`config.mk`:
```
export PLATFORM = sky130hd
export DESIGN_NAME = mme_decoder
export DESIGN_NICKNAME = d
export VERILOG_FILES = /design/src/mme_pkg.sv /design/src/mme_decoder.sv /design/src/mme_sync2.sv
export SDC_FILE = /design/constraint.sdc
export NUM_CORES = 1
export LEC_CHECK = 0
export BUFFER_PORTS_ARGS = -buffer_cell sky130_fd_sc_hd__buf_2
export CORE_UTILIZATION = 44
export CTS_CLUSTER_DIAMETER = 100
export CTS_CLUSTER_SIZE = 28
export DETAILED_ROUTE_END_ITERATION = 10
export GPL_TIMING_DRIVEN = 0
export PLACE_DENSITY = 0.8
export SETUP_SLACK_MARGIN = 0.3
export SYNTH_ARGS = -nofsm -noshare
export SYNTH_HDL_FRONTEND = slang
export SYNTH_HIERARCHICAL = 1
export SYNTH_SLANG_ARGS = --single-unit
export TNS_END_PERCENT = 1
```
`constraint.sdc`:
```
create_clock -name I_CLK_SYS -period 3.39 [get_ports I_CLK_SYS]
set_input_delay 0.1695 -clock I_CLK_SYS [delete_from_list [all_inputs] [get_ports I_CLK_SYS]]
set_output_delay 0.1695 -clock I_CLK_SYS [all_outputs]
set_load 0.03 [all_outputs]
```
`src/mme_pkg.sv`:
```
package mme_pkg;

  // ----------------------------------------------------------------
  // irq pin voltage class
  // ----------------------------------------------------------------
  typedef enum logic [1:0]
  {
    MME_IRQ_GND = 2'h0,
    MME_IRQ_VDD = 2'h1,
    MME_IRQ_TST = 2'h2
  } mme_irq_lvl_t;

  // ----------------------------------------------------------------
  // entry path
  // ----------------------------------------------------------------
  typedef enum logic [1:0]
  {
    MME_PATH_USER = 2'h0,
    MME_PATH_HV   = 2'h1,
    MME_PATH_VDD  = 2'h2,
    MME_PATH_PLL  = 2'h3
  } mme_path_t;

  // latched decision, carried as one bundle
  typedef struct packed
  {
    logic      monitor;
    logic      pll_on;
    logic      parallel;
    mme_path_t path;
  } mme_decision_t;

  localparam logic [7:0]   BLANK_BYTE       = 8'hFF;
  localparam int           MON_BAUD         = 9600;
  localparam int           EXT_CLK_HZ       = 9830400;
  localparam int           XTAL_HZ          = 32768;
  localparam int           PLL_BUS_HZ       = 2457600;
  localparam logic [4:0]   COMM_HOLD_CYCLES = 5'h18;
  localparam logic [1:0]   EXTRA_RESETS     = 2'h1;
  localparam mme_decision_t DECISION_RESET  = '{1'b0, 1'b0, 1'b0, MME_PATH_USER};

endpackage : mme_pkg

```
`src/mme_decoder.sv`:
```
module mme_decoder
(
  input  wire logic                 I_CLK_SYS,
  input  wire logic                 I_NRST,
  input  wire logic                 i_POR_N,
  input  wire logic                 i_RESET_PIN_N,
  input  wire logic                 i_RESET_PIN_TST,
  input  wire mme_pkg::mme_irq_lvl_t i_IRQ_LEVEL,
  input  wire logic [7:0]           i_RESET_VEC_HI,
  input  wire logic [7:0]           i_RESET_VEC_LO,
  input  wire logic                 i_ENTRY_STRAP_PIN_A,
  input  wire logic                 i_ENTRY_STRAP_PIN_B,
  input  wire logic                 i_MONITOR_SERIAL_PIN,
  input  wire logic                 i_COMM_SELECT_PIN,
  output logic                      o_MONITOR_MODE,
  output logic                      o_PLL_ENABLE,
  output logic                      o_CLK_BYPASS,
  output logic                      o_WATCHDOG_DISABLE,
  output logic                      o_COMM_PARALLEL,
  output logic                      o_EXTRA_RESET,
  output logic [1:0]                o_ENTRY_PATH
);

  // ----------------------------------------------------------------
  // pin synchronisation
  // ----------------------------------------------------------------
  logic rst_pin_s;
  logic por_s;

  mme_sync2 u_sync_rst
  (
    .I_CLK_SYS (I_CLK_SYS),
    .I_NRST    (I_NRST),
    .i_d       (i_RESET_PIN_N),
    .o_q       (rst_pin_s)
  );

  mme_sync2 u_sync_por
  (
    .I_CLK_SYS (I_CLK_SYS),
    .I_NRST    (I_NRST),
    .i_d       (i_POR_N),
    .o_q       (por_s)
  );

  logic rst_pin_d_ff;
  logic por_d_ff;
  logic extra_done_ff;
  logic extra_ff;
  mme_pkg::mme_decision_t dec_ff;
  logic wd_dis_ff;
  logic bypass_ff;

  // ----------------------------------------------------------------
  // entry decode
  // ----------------------------------------------------------------
  function automatic logic is_blank(input logic [7:0] b);
    is_blank = (b == mme_pkg::BLANK_BYTE);
  endfunction : is_blank

  wire vec_blank  = is_blank(i_RESET_VEC_HI) && is_blank(i_RESET_VEC_LO);
  wire irq_tst    = (i_IRQ_LEVEL == mme_pkg::MME_IRQ_TST);
  // straps only count on the high voltage path
  wire straps_ok  = i_ENTRY_STRAP_PIN_A && !i_ENTRY_STRAP_PIN_B;
  wire path_hv    = irq_tst && straps_ok;
  wire path_vdd   = !irq_tst && vec_blank
                    && (i_IRQ_LEVEL == mme_pkg::MME_IRQ_VDD);
  wire path_pll   = !irq_tst && vec_blank
                    && (i_IRQ_LEVEL == mme_pkg::MME_IRQ_GND);
  wire rst_rise   = rst_pin_s && !rst_pin_d_ff;
  wire por_rise   = por_s && !por_d_ff;
  // blank-vector monitor mode is sticky across pin resets
  wire sticky_mon = dec_ff.monitor && (dec_ff.path != mme_pkg::MME_PATH_HV);
  wire first_boot = !extra_done_ff;

  mme_pkg::mme_decision_t nxt_dec;
  always_comb
  begin
    nxt_dec = dec_ff;
    if (rst_rise && !sticky_mon)
    begin
      nxt_dec = mme_pkg::DECISION_RESET;
      nxt_dec.parallel = i_COMM_SELECT_PIN;
      if (path_hv)
      begin
        nxt_dec.monitor = 1'b1;
        nxt_dec.path    = mme_pkg::MME_PATH_HV;
      end
      else if (path_vdd)
      begin
        nxt_dec.monitor = 1'b1;
        nxt_dec.path    = mme_pkg::MME_PATH_VDD;
      end
      else if (path_pll)
      begin
        nxt_dec.monitor = 1'b1;
        nxt_dec.pll_on  = 1'b1;
        nxt_dec.path    = mme_pkg::MME_PATH_PLL;
      end
    end
  end

  // watchdog hold depends on path and live test voltage
  wire tst_live   = irq_tst || i_RESET_PIN_TST;
  wire nxt_wd_dis = !rst_pin_s
                    || (nxt_dec.monitor && (nxt_dec.path != mme_pkg::MME_PATH_HV))
                    || (nxt_dec.monitor && tst_live);

  // one extra reset pulse after the first blank-vector entry
  // a power-on rise in the same cycle discards the entry, so no pulse then
  wire nxt_extra  = rst_rise && !sticky_mon && first_boot && !por_rise
                    && (path_vdd || path_pll);

  // bypass is registered so the pin never glitches while path bits settle
  wire nxt_bypass = nxt_dec.monitor && (nxt_dec.path == mme_pkg::MME_PATH_HV)
                    && !por_rise;

  // ----------------------------------------------------------------
  // state registers
  // ----------------------------------------------------------------
  always_ff @(posedge I_CLK_SYS or negedge I_NRST)
  begin
    if (!I_NRST)
    begin
      rst_pin_d_ff  <= 1'b0;
      por_d_ff      <= 1'b0;
      dec_ff        <= mme_pkg::DECISION_RESET;
      wd_dis_ff     <= 1'b1;
      bypass_ff     <= 1'b0;
      extra_ff      <= 1'b0;
      extra_done_ff <= 1'b0;
    end
    else
    begin
      rst_pin_d_ff <= rst_pin_s;
      por_d_ff     <= por_s;
      // power-on clears even the sticky mode
      dec_ff       <= por_rise ? mme_pkg::DECISION_RESET : nxt_dec;
      wd_dis_ff    <= nxt_wd_dis;
      bypass_ff    <= nxt_bypass;
      extra_ff     <= nxt_extra;
      if (por_rise)
        extra_done_ff <= 1'b0;
      else if (nxt_extra)
        extra_done_ff <= 1'b1;
    end
  end

  // ----------------------------------------------------------------
  // outputs straight from flops
  // ----------------------------------------------------------------
  assign o_MONITOR_MODE     = dec_ff.monitor;
  assign o_PLL_ENABLE       = dec_ff.pll_on;
  // path one bypasses the generator: output equals crystal clock
  assign o_CLK_BYPASS       = bypass_ff;
  assign o_WATCHDOG_DISABLE = wd_dis_ff;
  assign o_COMM_PARALLEL    = dec_ff.parallel;
  assign o_EXTRA_RESET      = extra_ff;
  assign o_ENTRY_PATH       = dec_ff.path;
endmodule : mme_decoder

```
`src/mme_sync2.sv`:
```
// two-flop level synchroniser for the reset pin and the power-on input
module mme_sync2
(
  input  wire logic I_CLK_SYS,
  input  wire logic I_NRST,
  input  wire logic i_d,
  output logic      o_q
);

  logic meta_ff;

  // ----------------------------------------------------------------
  // synchroniser
  // ----------------------------------------------------------------
  // first stage is read only by the second stage
  always_ff @(posedge I_CLK_SYS or negedge I_NRST)
  begin
    if (!I_NRST)
    begin
      meta_ff <= 1'b0;
      o_q     <= 1'b0;
    end
    else
    begin
      meta_ff <= i_d;
      o_q     <= meta_ff;
    end
  end

endmodule : mme_sync2

```
# After elaboration in Yosys (flattened, before gate mapping)
# Index checks and enable logic that the tools add are counted.
[classes]
n_reduce_logical = 32
eq_ne = 7
n_mux = 11
[op_table]
columns = ["op", "count"]
rows = [
  ["$logic_and A1 B1 Y1", 17],
  ["$eq A8 B8 Y1 const B", 2],
  ["$mux W5", 2],
  ["$logic_not A1 Y1", 8],
  ["$mux W1", 6],
  ["$mux W2", 3],
  ["$eq A2 B1 Y1 const B", 2],
  ["$logic_or A1 B1 Y1", 4],
  ["$ne A2 B1 Y1 const B", 2],
  ["$reduce_bool A2 Y1", 2],
  ["$eq A2 B2 Y1 const B", 1],
  ["$logic_not A2 Y1", 1],
]
[totals]
elab_cells = 64
regBits = 15
output_inout_bits = 8
in_bits = 27

# Depth between registers and ports, before layout
# Gate-level depths: netlist of the first run.
[depth]
depth_word = 12
mapped_depth = 6
depth_no_buf = 5

# Hierarchy
# The synthesis of the first run kept the hierarchy.
[by_module_without_submodules]
columns = ["module", "seq_area_each_um2", "area_each_um2", "cells_per_inst", "instances"]
rows = [
  ["mme_decoder", 276.5, 529.3, 53, 1],
  ["mme_sync2", 50.0, 50.0, 2, 2],
]

# Worst setup path after synthesis of the first run
# Ideal clock, no wire load.
[synth_timing]
path_type = "register to register"
from = "register dec_ff (netlist bit o_ENTRY_PATH[1])"
to = "register wd_dis_ff (netlist: o_WATCHDOG_DISABLE)"
path_buffers = 1
required_ns = 3.313
arrival_ns = 1.600
period_less_slack_ns = 1.677
setup_time_ns = 0.077
path_stages_with_launch = 6
setup_slack_ns = 1.713
path_cell_list = "dfrtp_1 > nand2b_1 > a21o_1 > clkbuf_1 > or3_1 > a31oi_1"
[synth_between]
elab_chain_cells = 9
elab_cells_between_ends = 10
classes_between = "eq/ne: 2; mux: 1; reduce/logical: 7"
[synth_lines]
columns = ["item", "line", "source"]
rows = [
  ["from (decl)", "mme_decoder.sv:50", "mme_pkg::mme_decision_t dec_ff;"],
  ["from (signal assigned)", "mme_decoder.sv:127", "dec_ff <= mme_pkg::DECISION_RESET;"],
  ["from (signal assigned)", "mme_decoder.sv:138", "dec_ff <= por_rise ? mme_pkg::DECISION_RESET : nxt_dec;"],
  ["$ne A2 B1 Y1", "mme_decoder.sv:73", "wire sticky_mon = dec_ff.monitor && (dec_ff.path != mme_pkg::MME_PATH_HV);"],
  ["$logic_and A1 B1 Y1", "mme_decoder.sv:73", ""],
  ["$logic_not A1 Y1", "mme_decoder.sv:80", "if (rst_rise && !sticky_mon)"],
  ["$logic_and A1 B1 Y1", "mme_decoder.sv:80", ""],
  ["$mux W5 *", "mme_decoder.sv:80", ""],
  ["$ne A2 B1 Y1", "mme_decoder.sv:106", "|| (nxt_dec.monitor && (nxt_dec.path != mme_pkg::MME_PATH_HV))"],
  ["$logic_and A1 B1 Y1", "mme_decoder.sv:106", ""],
  ["$logic_or A1 B1 Y1", "mme_decoder.sv:106", ""],
  ["$logic_or A1 B1 Y1 *", "mme_decoder.sv:107", "|| (nxt_dec.monitor && tst_live);"],
  ["net nxt_wd_dis", "mme_decoder.sv:105", "wire nxt_wd_dis = !rst_pin_s"],
  ["to (signal assigned)", "mme_decoder.sv:139", "wd_dis_ff <= nxt_wd_dis;"],
  ["to (decl)", "mme_decoder.sv:51", "logic wd_dis_ff;"],
]
# The timed path passes the listed nets; every way through them passes the cells marked *. The select of a mux whose other input is x is not followed.
# A chain may end at the register's enable or synchronous reset.

# Worst setup path after layout of the first run
# Same ends and word-level chain as after synthesis.

==> metrics.md, run 1 <==
| Metric | Value |
|---|---|
| Switching power | 98.2 uW |
| CTS root buf | clkbuf_4 |
| CTS Buffer Depth | 2 |
| Vias in the first global route | 457 |
| Met2 WL | 633 um |
| Grt ovf | 0 |
| Mapped Nets | 84 |
| Starting Density | 0.478 |
| Initial antenna violation count | 0 |
| PwrDens | 415 nW/um^2 |
| Top Ports | 35 |
| Outcome | finished clean |
| Post-Route Setup TNS | 0 ps |
| Rows | 13 |
| Mapped cell area | 629 sq um |
| Uppermost layer routed | met3 |
| Peak VDD IR | 0.403 mV |
| Clk pwr share | 0.273 |
| First-pass GRT wire length | 1990 um |
| Fin cells | 112 |
| Commonest cells post-synth | 14 x dfrtp_1, 6 x nor2_1, 4 x nor3_1, 3 x nand2_1 |
| Class of the worst hold path | in2reg |
| Worst-path maximum fanout | 8 |
| CP required | 3600 ps |
| Iteration-0 DRC count of the detailed router | 3 |
| CP endpoint kind | flip-flop |
| Cell taking the most area after synthesis | dfrtp_1 |
| H-tree levels | 1 |
| Leakage | 0.000440 uW |
| Clock slew at reported path FFs | 90 ps |
| Avg Cell Area, Syn | 11.0 sq um |
| Count leader, synth | dfrtp_1 |
| Final net count | 125 |
| WP data arrival | 1870 ps |
| Total clock buffers created by CTS | 3 |
| All-layer global routing usage | 0.200 |
| Fin crit period | 1660 ps |
| Die area | 1590 sq um |
| Final worst setup slack | 1730 ps |
| Core ar. | 1320 sq um |
| Die width | 39.8 um |
| Via/cell ratio | 4.88 |
| FF+latch count, synth | 15 |
| Post-CTS Resized | 0 |
| Sequential share of the synthesized area | 0.598 |
| Leading post-synthesis cells by cell area | dfrtp_1 56%, dfstp_2 4.2%, nor2_1 3.6%, nor3_1 3.2%, a31oi_1 2.0% |
| Metal3 WL | 64 um |
| Share of the synthesized area in the top cell type | 0.557 |
| Via count | 546 |
| Antenna Nets Post-Route | 0 |
| Chip height | 39.8 um |
| Unrepaired setup endpoints after global routing | false |
| Sequential power share | 0.545 |
| Worst-Skew Late Latency | 280 ps |
| Worst slack at placement | 1690 ps |
| Residual DRC | 0 |
| Ys flop type | dfrtp_1 |
| Finished Core Util | 0.661 |
| Synth Warn # | 6 |
| Cell Int Power | 263 uW |
| Area grow syn2layout | 38.4% |
| Slew headroom | 0.771 |
| CTS sink cnt | 15 |
| Port-buffer cells | 33 |
| Share of cells above drive strength 1 | 0.423 |
| Final Setup Violations | 0 |
| Met1 WL | 548 um |
| Final Hold Viols | 0 |
| Post-synthesis cell count | 57 |
| Pin count of the biggest net entering global routing | 16 |
| Max-cap violations | 0 |
| Clock Skew | 2.12 ps |
| Highest Clock Rate | 601 MHz |
| CTS tree | built |
| Fin crit share | 0.490 |
| Ant. Diodes | 0 |
| Number of synthesized flops with an enable pin | 0 |
| Ys async rst share | 1.00 |
| Sw frac | 0.272 |
| Crit start category | flip-flop |
| Library cells used by synthesis | 28 |
| Combinational power share | 0.182 |
| DR WL/cell | 11.1 um |
| Worst setup path class | reg2reg |
| First-pass DRT Iterations | 2 |
| Max-slew violations | 0 |
| Fin Hold WS | 145 ps |
| Gp weighted congestion | 0.717 |
| Cell count after placement | 105 |
| Slew @ Worst Pin | 344 ps |
| Final WL | 1250 um |
[metrics by stage]
step,area [sq um],power [uW]
2_1_floorplan,629,235
3_3_place_gp,813,262
3_5_place_dp,813,264
4_1_cts,871,367
5_1_grt,871,382
6_report,871,361
[cells by family after synthesis]
family	share of synthesized area
simple gates	0.276
flops	0.598
compound gates	0.0855
buf+inv	0.0238
mux	0.0159
[routing by layer]
metal | GRT usage | up-vias
met5 | 0 | -
met4 | 0.0517 | 0
met3 | 0.0852 | 0
met2 | 0.299 | 16
met1 | 0.264 | 247
li1 | - | 283
[power groups by stage]
stage / Sequential (uW) / Clock [uW] / Combinational [uW]
floorplan: 215 / 0 / 20.5
finish: 197 / 98.7 / 65.7
global placement: 200 / 0 / 62.4
detailed placement: 200 / 0 / 63.6
global route: 199 / 110 / 73.5
CTS: 197 / 104 / 66.4
[flip-flops by register name (all words and copies together) (netlist names)]
register and cells:
o_PLL_ENABLE 1, u_sync_por/meta_ff 1, o_MONITOR_MODE 1, o_COMM_PARALLEL 1, o_ENTRY_PATH 2, o_WATCHDOG_DISABLE 1, u_sync_rst/o_q 1, u_sync_rst/meta_ff 1
o_CLK_BYPASS 1, extra_done_ff 1, o_EXTRA_RESET 1, rst_pin_d_ff 1, por_d_ff 1, u_sync_por/o_q 1
[final timing paths]
check	start	endpoint	slack, ps	cells past startpoint
setup / recovery	o_ENTRY_PATH[1]	o_WATCHDOG_DISABLE	1730	5
hold / removal	i_COMM_SELECT_PIN	o_COMM_PARALLEL	150	3
setup reg to reg	o_ENTRY_PATH[1]	o_WATCHDOG_DISABLE	1730	5
hold reg to reg	u_sync_rst/meta_ff	u_sync_rst/o_q	350	0
max in group asynchronous	I_NRST	o_WATCHDOG_DISABLE	2790	2
min in group asynchronous	I_NRST	o_CLK_BYPASS	310	2
[cell usage in the layout, fill, tap and decap left out]
cell and count:
and2b_1 1, nand2b_1 2, inv_1 2, buf_2 33, nand3b_1 1, nor2b_1 2
clkinv_2 1, dfstp_2 1, or2b_1 1, nand4b_1 1, buf_1 1, o31ai_1 1
mux2i_1 1, o21a_1 1, clkbuf_4 3, nand4_1 2, nor3b_1 1, a21oi_1 2
a21o_1 1, or3_4 1, and4b_1 1, dfrtp_1 14, nor2_1 6, or3_1 1
clkbuf_1 1, dlygate4sd3_1 3, or4_4 1, nand3_1 1, nand2_1 3, nor3_1 4
a21oi_2 1, a31oi_1 2
[layout make-up]
class / instances / area [sq um]
fill: 94 / 447
sequential: 15 / 377
multi-input combinational: 38 / 238
timing repair buffer: 36 / 195
clock buffer: 3 / 22.5
tap: 15 / 18.8
buffer: 2 / 7.51
inverter: 2 / 7.51
clock inverter: 1 / 5.00
[worst max-delay path, cell delays in order (launching register included)]
cell,delay [ps]
dfrtp_1,410
nand2b_1,150
a21o_1,170
clkbuf_1,180
or3_1,470
a31oi_1,200
[timing repair]
item                                   in CTS  in global routing
buffers inserted                            0                  0
hold buffers                                3                  0
endpoints found under the hold margin      16                  0
Note: power is estimated with default switching activity, not from simulation.
==> run 2, diff against run 1 <==
CORE_UTILIZATION = 41   (was 44)
PLACE_DENSITY = 0.75   (was 0.8)
clock period = 1.6 ns   (was 3.39 ns; I/O delays follow)
==> run 2 against run 1 <==
Non-clock buffer count is 3 higher. Combinational power rose by 140%. Setup slack got worse by 1600 ps. Sequential power increased by 110%. Clock power rose by 110%. Routed wire length is 15% higher. Final cell count is 2.7% higher. Clock-buffer cell count is 1 higher. Largest power group unchanged.
==> metrics.md, run 2 (synthesis results as in run 1) <==
| Metric | Value |
|---|---|
| CTS root buf | clkbuf_4 |
| Port-buffer cells | 33 |
| Pin count of the biggest net entering global routing | 16 |
| Max-slew violations | 0 |
| DR WL/cell | 12.5 um |
| Peak VDD IR | 0.823 mV |
| Top Ports | 35 |
| Fin crit share | 0.932 |
| Initial antenna violation count | 0 |
| Cell count after placement | 105 |
| Leakage | 0.000469 uW |
| Clock Skew | 8.30 ps |
| All-layer global routing usage | 0.210 |
| Buf/Inv on CP | 1 |
| Iteration-0 DRC count of the detailed router | 7 |
| CTS Buffer Depth | 2 |
| CTS sink cnt | 15 |
| Worst setup path class | reg2reg |
| Starting Density | 0.461 |
| PwrDens | 835 nW/um^2 |
| WP data arrival | 1700 ps |
| Chip height | 41.2 um |
| Finished Core Util | 0.687 |
| CTS tree | built |
| CP endpoint kind | flip-flop |
| Max-cap violations | 0 |
| Slowest-stage cell, CP | dfrtp_2 |
| Max reg flops | 2 |
| Class of the worst hold path | in2reg |
| Gp weighted congestion | 0.668 |
| Die area | 1700 sq um |
| Slew @ Worst Pin | 449 ps |
| Core ar. | 1370 sq um |
| Delay-heaviest family, CP | simple AND/OR/NAND/NOR gates |
| Cell Int Power | 572 uW |
| Vias in the first global route | 558 |
| Rows | 13 |
| Highest Clock Rate | 670 MHz |
| Via count | 589 |
| Sw frac | 0.270 |
| H-tree levels | 1 |
| Total clock buffers created by CTS | 3 |
| Commonest non-fill, non-tap cell in the layout | buf_2 |
| Crit-path max cell delay | 420 ps |
| Clock slew at reported path FFs | 90 ps |
| Ant. Diodes | 0 |
| Slew headroom | 0.701 |
| Clk pwr share | 0.268 |
| Fin crit period | 1490 ps |
| DP HPWL | 1050 um |
| Unrepaired setup endpoints after global routing | true |
| Outcome | finished clean |
| Fin Hold WS | 40.1 ps |
| Antenna Nets Post-Route | 0 |
| CP required | 1810 ps |
| Residual DRC | 0 |
| Post-Route Setup TNS | 0 ps |
| Die width | 41.2 um |
| Combinational power share | 0.197 |
| Final WL | 1440 um |
| Final Hold Viols | 0 |
| Share of cells above drive strength 1 | 0.520 |
| Crit start category | flip-flop |
| Via/cell ratio | 5.12 |
| Worst-path maximum fanout | 4 |
| Worst-Skew Late Latency | 280 ps |
| Grt ovf | 0 |
| Fin cells | 115 |
| First-pass GRT wire length | 2240 um |
| Sequential power share | 0.535 |
| Final Setup Violations | 0 |
| Worst-path cell chain | nand2b_4 > a21o_1 > clkbuf_8 > or3_4 > a31oi_1 |
| Area grow syn2layout | 49.1% |
| Switching power | 211 uW |
| Commonest non-fill, non-tap cells in the layout | 33 x buf_2, 13 x dfrtp_1, 5 x nor2_1 |
| PnR Total Power | 784 uW |
| Final net count | 128 |
| First-pass DRT Iterations | 4 |
[run 2: cell types whose count changed in the layout (fill, tap and decap cells not counted), moves of 2 or more]
cell,before,now
nand2b_4,0,2
a21oi_1,2,0
buf_4,0,3
nand2b_1,2,0
a21oi_2,1,3
[run 2: path summary, 6_finish.rpt]
check                              startpoint            endpoint  slack (ps)  depth (start not counted)
max                           o_ENTRY_PATH[1]  o_WATCHDOG_DISABLE         110                          5
min                         i_COMM_SELECT_PIN     o_COMM_PARALLEL          40                          3
max reg2reg                   o_ENTRY_PATH[1]  o_WATCHDOG_DISABLE         110                          5
min reg2reg                u_sync_por/meta_ff      u_sync_por/o_q         350                          0
max in group asynchronous              I_NRST  o_WATCHDOG_DISABLE        1080                          2
min in group asynchronous              I_NRST       o_EXTRA_RESET         240                          2
[run 2: final cells by class]
cell class / instances / area (sq um)
fill: 120 / 428
sequential: 15 / 378
multi-input combinational: 38 / 273
timing repair buffer: 39 / 218
clock buffer: 4 / 26.3
tap: 15 / 18.8
buffer: 2 / 17.5
inverter: 2 / 7.51
[run 2: power groups by stage]
stage	sequential [uW]	clock, uW	combinational [uW]
2_1_floorplan	457	0	49.4
3_3_place_gp	425	0	139
3_5_place_dp	427	0	141
4_1_cts	420	217	154
5_1_grt	424	234	172
6_report	419	210	155
[run 2: metrics by stage]
| step | setup WS, ps | instance area, sq um |
|---|---|---|
| 4_1_cts | 108 | 923 |
| 3_5_place_dp | -19.0 | 837 |
| 5_1_grt | 68.9 | 938 |
| 2_1_floorplan | 68.3 | 653 |
| 3_3_place_gp | -3.32 | 837 |
| 6_report | 109 | 938 |
[run 2: timing repair]
action                     in CTS  in global routing
pin swaps                       2                  2
gates resized for setup         1                  4
setup endpoints to repair       6                  9
hold buffers                    3                  0
buffers inserted                3                  0
hold endpoints to repair       17                  0
[run 2: per-layer routing]
layer,part of all wire,wire length [um],GRT usage,vias to the layer above
met5,0,0,0,-
met4,0,0,0.0484,0
met3,0.036,51,0.0815,0
met2,0.54,774,0.348,13
met1,0.42,608,0.256,291
li1,-,-,-,285
[run 2: tightest hold or removal path: cells and delay by family]
family                 cells  cell delay (ps)
buffers and inverters      1               70
AND/OR/NAND/NOR            1               70
multiplexers               1               50
